$ cat config.mk
export PLATFORM = sky130hd
export DESIGN_NAME = shs_home_search
export DESIGN_NICKNAME = d
export VERILOG_FILES = /design/src/shared/shs_pkg.sv /design/src/logic/shs_sync.sv /design/src/logic/shs_home_search.sv
export SDC_FILE = /design/constraint.sdc
export NUM_CORES = 1
export LEC_CHECK = 0
export BUFFER_PORTS_ARGS = -buffer_cell sky130_fd_sc_hd__buf_2
export CORE_MARGIN = 5
export CORE_UTILIZATION = 35
export CTS_CLUSTER_DIAMETER = 100
export DETAILED_ROUTE_END_ITERATION = 6
export PLACE_DENSITY_LB_ADDON = 0.12
export SYNTH_ARGS = -nofsm -noshare
export SYNTH_HDL_FRONTEND = slang
export SYNTH_SLANG_ARGS = --single-unit
$ cat constraint.sdc
create_clock -name clk -period 14.1 [get_ports clk]
set_clock_uncertainty 0.05 [all_clocks]
set_input_delay 0.705 -clock clk [delete_from_list [all_inputs] [get_ports clk]]
set_output_delay 0.705 -clock clk [all_outputs]
set_load 0.02 [all_outputs]
$ cat src/shared/shs_pkg.sv
// Purpose: Constants and carriers for the spindle home search sequencer
// Assumes: 20 MHz clock; settings arrive as static levels from the drive
// Notes:   Speeds in 0.01 Hz units, gain in 0.01 rad/s, delay in 10 ms units
package shs_pkg;
    localparam int CLK_HZ           = 20_000_000;
    localparam int DELAY_UNIT_MS    = 10;
    localparam int DELAY_UNIT_CYC   = CLK_HZ / 1000 * DELAY_UNIT_MS;
    localparam int STOP_POINTS      = 4096;
    localparam int STOP_BITS        = 12;
    localparam int PPR_MIN          = 128;
    localparam int PPR_MAX          = 65535;
    localparam int SPEED_MAX        = 12000;
    localparam int GAIN_MAX         = 10000;
    localparam int WINDOW_MAX       = 10000;
    localparam int DELAY_MAX        = 999;
    localparam logic [1:0] DIR_FWD  = 2'h0;
    localparam logic [1:0] DIR_REV  = 2'h1;
    localparam logic [5:0] IN_FUNC_ORIENT = 6'h2D;
    localparam logic [4:0] OUT_FUNC_DONE  = 5'h17;
    localparam int N_IN_TERM        = 8;
    localparam int N_OUT_TERM       = 6;

    typedef struct packed {
        logic [16:0] encoder_pulses_per_turn_setting;
        logic [11:0] stop_position_setting;
        logic [13:0] search_speed_setting;
        logic [1:0]  search_direction_setting;
        logic [13:0] completion_window_setting;
        logic [9:0]  completion_delay_setting;
        logic [13:0] position_loop_gain_setting;
    } shs_cfg_t;

    typedef enum logic [2:0] {
        ST_IDLE, ST_ACCEL, ST_SEEK, ST_POSITION, ST_SETTLE, ST_LOCK
    } shs_state_t;
endpackage

$ cat src/logic/shs_sync.sv
// Purpose: Two-flop synchroniser for a group of pin levels
// Assumes: Inputs are slow levels from terminals or the encoder
// Notes:   First stage feeds only the second stage
module shs_sync #(
    parameter int W = 1
) (
    input  wire logic         clk,
    input  wire logic         nrst,
    input  wire logic [W-1:0] din,
    output logic      [W-1:0] dout
);
    logic [W-1:0] stage1;

    always_ff @(posedge clk or negedge nrst) begin
        if (!nrst) begin
            stage1 <= '0;
            dout   <= '0;
        end else begin
            stage1 <= din;
            dout   <= stage1;
        end
    end
endmodule

$ cat src/logic/shs_home_search.sv
// Purpose: Home search (spindle orientation) sequencer
// Assumes: Encoder count and speed feedback come from same-clock logic
// Notes:   Speed/position commands feed the drive's motor control loop
//
// Behaviour
// RULE_01: Run with orientation: accelerate to search speed
// RULE_02: Already running: switch to search speed
// RULE_03: At speed, first index pulse starts positioning
// RULE_04: Target is stop point plus one/two turns
// RULE_05: Deceleration set by loop gain, not time
// RULE_06: Done after delay once inside completion window
// RULE_07: Done holds until orientation request drops
// RULE_08: Servo lock holds until run command drops
// RULE_09: Stop point is one of 4096 divisions
// RULE_10: Reference point is the detected index pulse
// RULE_11: Encoder must supply index pulse on pair
// RULE_12: Input function 45 selects orientation request
// RULE_13: Output function 23 carries positioning done
// RULE_14: Pulses per turn accepted from 128 to 65535
// RULE_15: Absolute positioning mode disables home search
// RULE_16: User should keep search speed low
// RULE_17: Direction code 00 forward, 01 reverse
module shs_home_search (
    input  wire logic                      clk,
    input  wire logic                      nrst,
    input  wire logic                      run_command,
    input  wire logic                      absolute_positioning_mode,
    input  wire logic [7:0]                input_terminals,
    input  wire logic [47:0]               input_terminal_function_select,
    input  wire logic [24:0]               output_terminal_function_select,
    input  wire logic [4:0]                relay_terminal_function_select,
    input  wire logic                      index_pulse_positive_input,
    input  wire logic                      index_pulse_negative_input,
    input  wire logic [31:0]               encoder_count,
    input  wire logic [13:0]               motor_speed,
    input  wire shs_pkg::shs_cfg_t         cfg,
    output logic                           search_active,
    output logic                           position_mode,
    output logic [13:0]                    speed_command,
    output logic                           speed_direction_reverse,
    output logic [31:0]                    position_target,
    output logic [13:0]                    position_gain,
    output logic                           servo_lock,
    output logic                           positioning_done_output,
    output logic [4:0]                     output_terminals,
    output logic                           relay_output,
    output logic                           setting_error
);
    logic [9:0]          pins_sync;
    logic                index_prev;
    shs_pkg::shs_state_t state;
    shs_pkg::shs_state_t next_state;
    logic [31:0]         ref_count;
    logic [19:0]         delay_cyc;
    logic [9:0]          delay_units;
    logic                done;

    // Index legs pass the synchroniser apart; gating raw pins first could glitch
    shs_sync #(.W(10)) u_sync (
        .clk  (clk),
        .nrst (nrst),
        .din  ({input_terminals, index_pulse_positive_input, index_pulse_negative_input}),
        .dout (pins_sync)
    );

    // Orientation request is the OR of every terminal assigned function 45
    logic [7:0] orient_hits;
    genvar gi;
    generate
        for (gi = 0; gi < shs_pkg::N_IN_TERM; gi++) begin : g_in
            assign orient_hits[gi] = pins_sync[gi+2]
                & (input_terminal_function_select[gi*6 +: 6] == shs_pkg::IN_FUNC_ORIENT); // RULE_12
        end
        for (gi = 0; gi < 5; gi++) begin : g_out
            assign output_terminals[gi] = positioning_done_output
                & (output_terminal_function_select[gi*5 +: 5] == shs_pkg::OUT_FUNC_DONE); // RULE_13
        end
    endgenerate

    wire orient_req   = |orient_hits;
    wire index_level  = pins_sync[1] & ~pins_sync[0];
    wire index_edge   = index_level & ~index_prev; // RULE_10
    wire ppr_ok       = (cfg.encoder_pulses_per_turn_setting >= 17'(shs_pkg::PPR_MIN))
                      && (cfg.encoder_pulses_per_turn_setting <= 17'(shs_pkg::PPR_MAX)); // RULE_14
    wire dir_ok       = (cfg.search_direction_setting == shs_pkg::DIR_FWD)
                      || (cfg.search_direction_setting == shs_pkg::DIR_REV);
    wire enable       = orient_req & run_command & ~absolute_positioning_mode & ppr_ok & dir_ok; // RULE_15
    wire reverse      = (cfg.search_direction_setting == shs_pkg::DIR_REV); // RULE_17
    wire at_speed     = (motor_speed >= cfg.search_speed_setting);

    // Stop point scaled from 4096 divisions to encoder pulses by multiplying by PPR and shifting right 12 bits
    wire [28:0] stop_scaled = 29'(cfg.stop_position_setting) * 29'(cfg.encoder_pulses_per_turn_setting); // RULE_09
    wire [31:0] stop_pulses = 32'(stop_scaled >> shs_pkg::STOP_BITS);
    wire [31:0] ppr32       = 32'(cfg.encoder_pulses_per_turn_setting);
    wire [31:0] turns       = reverse ? (ppr32 << 1) : ppr32;
    // Reverse motion counts down, so the target lies below the reference
    wire [31:0] next_target = reverse ? (encoder_count - stop_pulses - turns)
                                      : (encoder_count + stop_pulses + turns); // RULE_04
    wire [31:0] diff        = position_target - encoder_count;
    wire [31:0] remaining   = diff[31] ? (32'h0 - diff) : diff;
    wire        in_window   = (remaining <= 32'(cfg.completion_window_setting));
    wire        delay_over  = (delay_units >= cfg.completion_delay_setting);

    always_comb begin
        next_state = state;
        if (!enable && state != shs_pkg::ST_LOCK) begin
            next_state = shs_pkg::ST_IDLE;
        end else begin
            case (state)
                shs_pkg::ST_IDLE:     next_state = shs_pkg::ST_ACCEL; // RULE_01 RULE_02
                shs_pkg::ST_ACCEL:    if (at_speed) next_state = shs_pkg::ST_SEEK;
                shs_pkg::ST_SEEK:     if (index_edge) next_state = shs_pkg::ST_POSITION; // RULE_03
                shs_pkg::ST_POSITION: if (in_window) next_state = shs_pkg::ST_SETTLE;
                shs_pkg::ST_SETTLE: begin
                    if (!in_window) next_state = shs_pkg::ST_POSITION;
                    else if (delay_over) next_state = shs_pkg::ST_LOCK; // RULE_06
                end
                shs_pkg::ST_LOCK:     if (!run_command) next_state = shs_pkg::ST_IDLE; // RULE_08
                default:              next_state = shs_pkg::ST_IDLE;
            endcase
        end
    end

    always_ff @(posedge clk or negedge nrst) begin
        if (!nrst) begin
            state      <= shs_pkg::ST_IDLE;
            index_prev <= 1'b0;
        end else begin
            state      <= next_state;
            index_prev <= index_level;
        end
    end

    // Reference captured on the very edge that enters positioning
    always_ff @(posedge clk or negedge nrst) begin
        if (!nrst) begin
            position_target <= '0;
        end else if (state == shs_pkg::ST_SEEK && index_edge) begin
            position_target <= next_target; // RULE_04 RULE_10
        end
    end

    // Completion delay in 10 ms units; restarts if the count leaves the window
    always_ff @(posedge clk or negedge nrst) begin
        if (!nrst) begin
            delay_cyc   <= '0;
            delay_units <= '0;
        end else if (state != shs_pkg::ST_SETTLE) begin
            delay_cyc   <= '0;
            delay_units <= '0;
        end else if (delay_cyc == 20'(shs_pkg::DELAY_UNIT_CYC - 1)) begin
            delay_cyc   <= '0;
            delay_units <= delay_over ? delay_units : delay_units + 10'h1; // RULE_06
        end else begin
            delay_cyc   <= delay_cyc + 20'h1;
        end
    end

    // Done latches; only the orientation request dropping releases it
    always_ff @(posedge clk or negedge nrst) begin
        if (!nrst) begin
            done <= 1'b0;
        end else if (!orient_req) begin
            done <= 1'b0; // RULE_07
        end else if (state == shs_pkg::ST_SETTLE && in_window && delay_over) begin
            done <= 1'b1; // RULE_06
        end
    end

    always_ff @(posedge clk or negedge nrst) begin
        if (!nrst) begin
            search_active           <= 1'b0;
            position_mode           <= 1'b0;
            speed_command           <= '0;
            speed_direction_reverse <= 1'b0;
            position_gain           <= '0;
            servo_lock              <= 1'b0;
            positioning_done_output <= 1'b0;
            relay_output            <= 1'b0;
            setting_error           <= 1'b0;
        end else begin
            search_active           <= (next_state != shs_pkg::ST_IDLE);
            position_mode           <= (next_state == shs_pkg::ST_POSITION)
                                     || (next_state == shs_pkg::ST_SETTLE)
                                     || (next_state == shs_pkg::ST_LOCK); // RULE_03
            // Search speed held constant until the index lock; keep it low to avoid regen trips
            speed_command           <= (next_state == shs_pkg::ST_ACCEL || next_state == shs_pkg::ST_SEEK)
                                     ? cfg.search_speed_setting : 14'h0; // RULE_01 RULE_02 RULE_16
            speed_direction_reverse <= reverse; // RULE_17
            // Loop gain shapes the stopping ramp; decel time setting is bypassed
            position_gain           <= cfg.position_loop_gain_setting; // RULE_05
            servo_lock              <= (next_state == shs_pkg::ST_LOCK); // RULE_08
            positioning_done_output <= done;
            relay_output            <= done & (relay_terminal_function_select == shs_pkg::OUT_FUNC_DONE); // RULE_13
            setting_error           <= orient_req & run_command & (~ppr_ok | ~dir_ok);
        end
    end
endmodule

==> impl_metrics.csv <==
group,metric,value,unit
clocking,insertion_delay,430,ps
synthesis,synthArstFlopShare,1.000,
final_layout,num-nets-final,3097,
synthesis,synth_ff_type,"dfrtp_1",
timing,hold_viol_final,0,
clocking,ctsLongestPathBuffers,2,
synthesis,syn_area,18540,µm²
clocking,cts_sinks,122,
timing,whs,153.8,ps
timing,max_clock_freq,98.53,MHz
routing,drc,0,
timing,post-route-min-period,10150,ps
setup_path,critPathSlowestCell,"a2111oi_0",
synthesis,netlist_instances,2262,
timing,finalSetupViolCount,0,
setup_path,endpoint_kind,"flip-flop",
timing,relSlewSlack,0.4030,
clocking,clock-root-buffer,"clkbuf_16",
synthesis,synth_fp_nets,2858,
grt,gr-usage-all-layers,0.1881,
clocking,post_cts_resize_count,0,
synthesis,synth_edf_count,0,
setup_path,worstPathMaxFanout,17,
setup_path,cpPeakStageDelay,830,ps
synthesis,syn_avg_cell_area,8.196,µm²
timing,drv_slew,0,
clocking,cts_tree,"done",
clocking,cts_inserted_buffers,17,
grt,antenna_found_initial,6,
run,drv_cap,0,
timing,tns,0,ps
floorplan,dieWidth,240.2,µm
synthesis,yosys_warnings,0,
grt,grt_pass1_vias,16707,
setup_path,crit_top_cell,"fa_1",
synthesis,ys_ff_latch,122,
clocking,postCtsSetupRepairBufs,0,
synthesis,seq_area_frac_synth,0.1647,
final_layout,fill_cells,5487,
routing,num_vias,16335,
floorplan,io_pins,293,
setup_path,worstPathArrival,10380,ps
routing,antenna_left,0,
routing,first_iter_violations,826,
floorplan,core_area,52550,µm²
routing,first_pass_iters,5,
clocking,hold_buffers,0,
timing,worst_pin_slew,872.9,ps
placed_design,routabilityCongestion,0.8766,
placed_design,hpwl,45170,µm
clocking,htree_levels,4,
grt,grt_pass1_wl,87930,µm
placed_design,portBuffers,292,
setup_path,start_kind,"input port",
routing,viasPerCell,5.100,
floorplan,std_cell_rows,84,
setup_path,crit_type,"in -> reg",
routing,wl,54140,µm
hold_path,min_path_type,"in -> async",
setup_path,required,14330,ps
timing,period_share,0.7198,
grt,grt_overflow_total,0,
outcome,status,"finished clean",
final_layout,area_growth,14.69,%
grt,grt_max_degree,66,
floorplan,start_util,0.3528,
timing,grt_setup_unrepaired,"false",
floorplan,fp.dieArea,57670,µm²
clocking,clkSlewWorstSetupHoldPaths,60,ps
floorplan,die_h,240.2,µm
setup_path,ff2ff_path_depth,25,
routing,wl_per_cell,16.90,µm
synthesis,synth_cell_type_count,82,
final_layout,drive_above_1_share,0.1436,
-- worst max-delay path, delay by kind of cell --
family | cells | cell delay, ps
AOI/OAI and AO/OA | 15 | 4250
xor gates and xnor gates | 2 | 440
and+or+nand+nor | 5 | 890
adders and majority gates | 8 | 3610
buffers and inverters | 4 | 440
-- cell families (layout without fill, tap and decap cells) --
kind of cell	after synthesis	count (layout)	synth area share
adder cells (fa/ha/maj)	375	375	0.3337
XOR/XNOR	105	105	0.04961
AND/OR/NAND/NOR	791	791	0.2093
AO/OA/AOI/OAI	412	412	0.1456
multiplexers	10	10	0.005467
flip-flops	122	122	0.1647
buffers and inverters	447	699	0.09172
other	0	1	0
-- flip-flops by register name, summed over array words and instances (netlist names) --
name and flops:
position_mode 1, relay_output 1, u_sync.dout 10, index_prev 1
delay_units 10, speed_command 14, speed_direction_reverse 1, position_gain 14
done 1, servo_lock 1, search_active 1, position_target 32
setting_error 1, positioning_done_output 1, u_sync.stage1 10, state 3
delay_cyc 20
-- layout make-up --
type                            count  area (µm²)  area share
Tap cell                          688       860.8     0.04049
Timing Repair Buffer              298        1509     0.07097
Clock inverter                     11       182.7    0.008592
Clock buffer                       21       480.5     0.02260
Multi-Input combinational cell   1693       13790      0.6485
Sequential cell                   122        3053      0.1436
Antenna cell                        1       2.502   0.0001177
Inverter                          369        1385     0.06514
-- layer usage --
metal	track usage	wire length (µm)	part of all wire	vias to the layer above
li1	-	-	-	7925
met1	0.2572	24140	0.45	7945
met2	0.3111	25770	0.48	394
met3	0.03556	2961	0.055	61
met4	0.04402	1208	0.022	10
met5	0	59	0.0011	-
-- cells in the mapped netlist (all sizes together) (46+ instances only) --
master | count | area, µm²
fa | 199 | 3984
a21oi | 103 | 530.5
inv | 368 | 1381
o21ai | 107 | 539.3
clkbuf | 62 | 232.7
nor2 | 130 | 488.0
nand3 | 46 | 230.2
xnor2 | 68 | 595.6
nor3 | 46 | 230.2
nand2 | 305 | 1145
and2 | 91 | 574.3
ha | 176 | 2202
dfrtp | 122 | 3053
-- worst paths after layout --
check                      slack [ps]                         endpoint                           start
max in group asynchronous       12260          delay_cyc[10]$_DFF_PN0_                            nrst
min in group clk                  300         u_sync.dout[8]$_DFF_PN0_      u_sync.stage1[8]$_DFF_PN0_
hold / removal                    150  position_target[26]$_DFFE_PN0P_                            nrst
hold reg to reg                   300         u_sync.dout[8]$_DFF_PN0_      u_sync.stage1[8]$_DFF_PN0_
setup reg to reg                 6370       speed_command[3]$_DFF_PN0_  position_target[8]$_DFFE_PN0P_
setup / recovery                 3950  position_target[31]$_DFFE_PN0P_                         cfg[59]
-- layout by cell type (no fill, tap or decap), types with 7 or more instances in the layout --
cell / n
nor3_1: 46
o31a_1: 8
nor4_1: 18
a211o_1: 7
or3_1: 17
xor2_1: 37
a21o_1: 44
ha_1: 176
o21bai_1: 9
clkbuf_16: 17
o21ai_0: 101
nand4_1: 31
buf_4: 7
a31oi_1: 9
a211oi_1: 17
o21a_1: 18
inv_1: 368
a21oi_1: 99
or4_1: 8
fa_1: 199
o31ai_1: 11
nor2b_1: 13
a21boi_0: 10
o211ai_1: 18
nor2_1: 130
nand3_1: 46
xnor2_1: 68
mux2i_1: 9
and2_1: 89
nand2_1: 305
nand4b_1: 17
and3_1: 25
buf_2: 291
dfrtp_1: 122
nor3b_1: 7
nand2b_1: 12
-- stage by stage --
stage | utilization | instances | cell area, µm² | setup slack [ps]
2_1_floorplan | - | 2262 | 18540 | 4684
3_3_place_gp | 0.3919 | 3170 | 20600 | 3507
3_5_place_dp | 0.3919 | 3170 | 20600 | 3365
4_1_cts | 0.4045 | 3202 | 21260 | 3807
5_1_grt | 0.4045 | 3202 | 21260 | 2906
6_report | 0.4046 | 3203 | 21260 | 3951
Power is not shown: default switching activity piles up to over one toggle a cycle in this logic, so the estimate is an artifact.
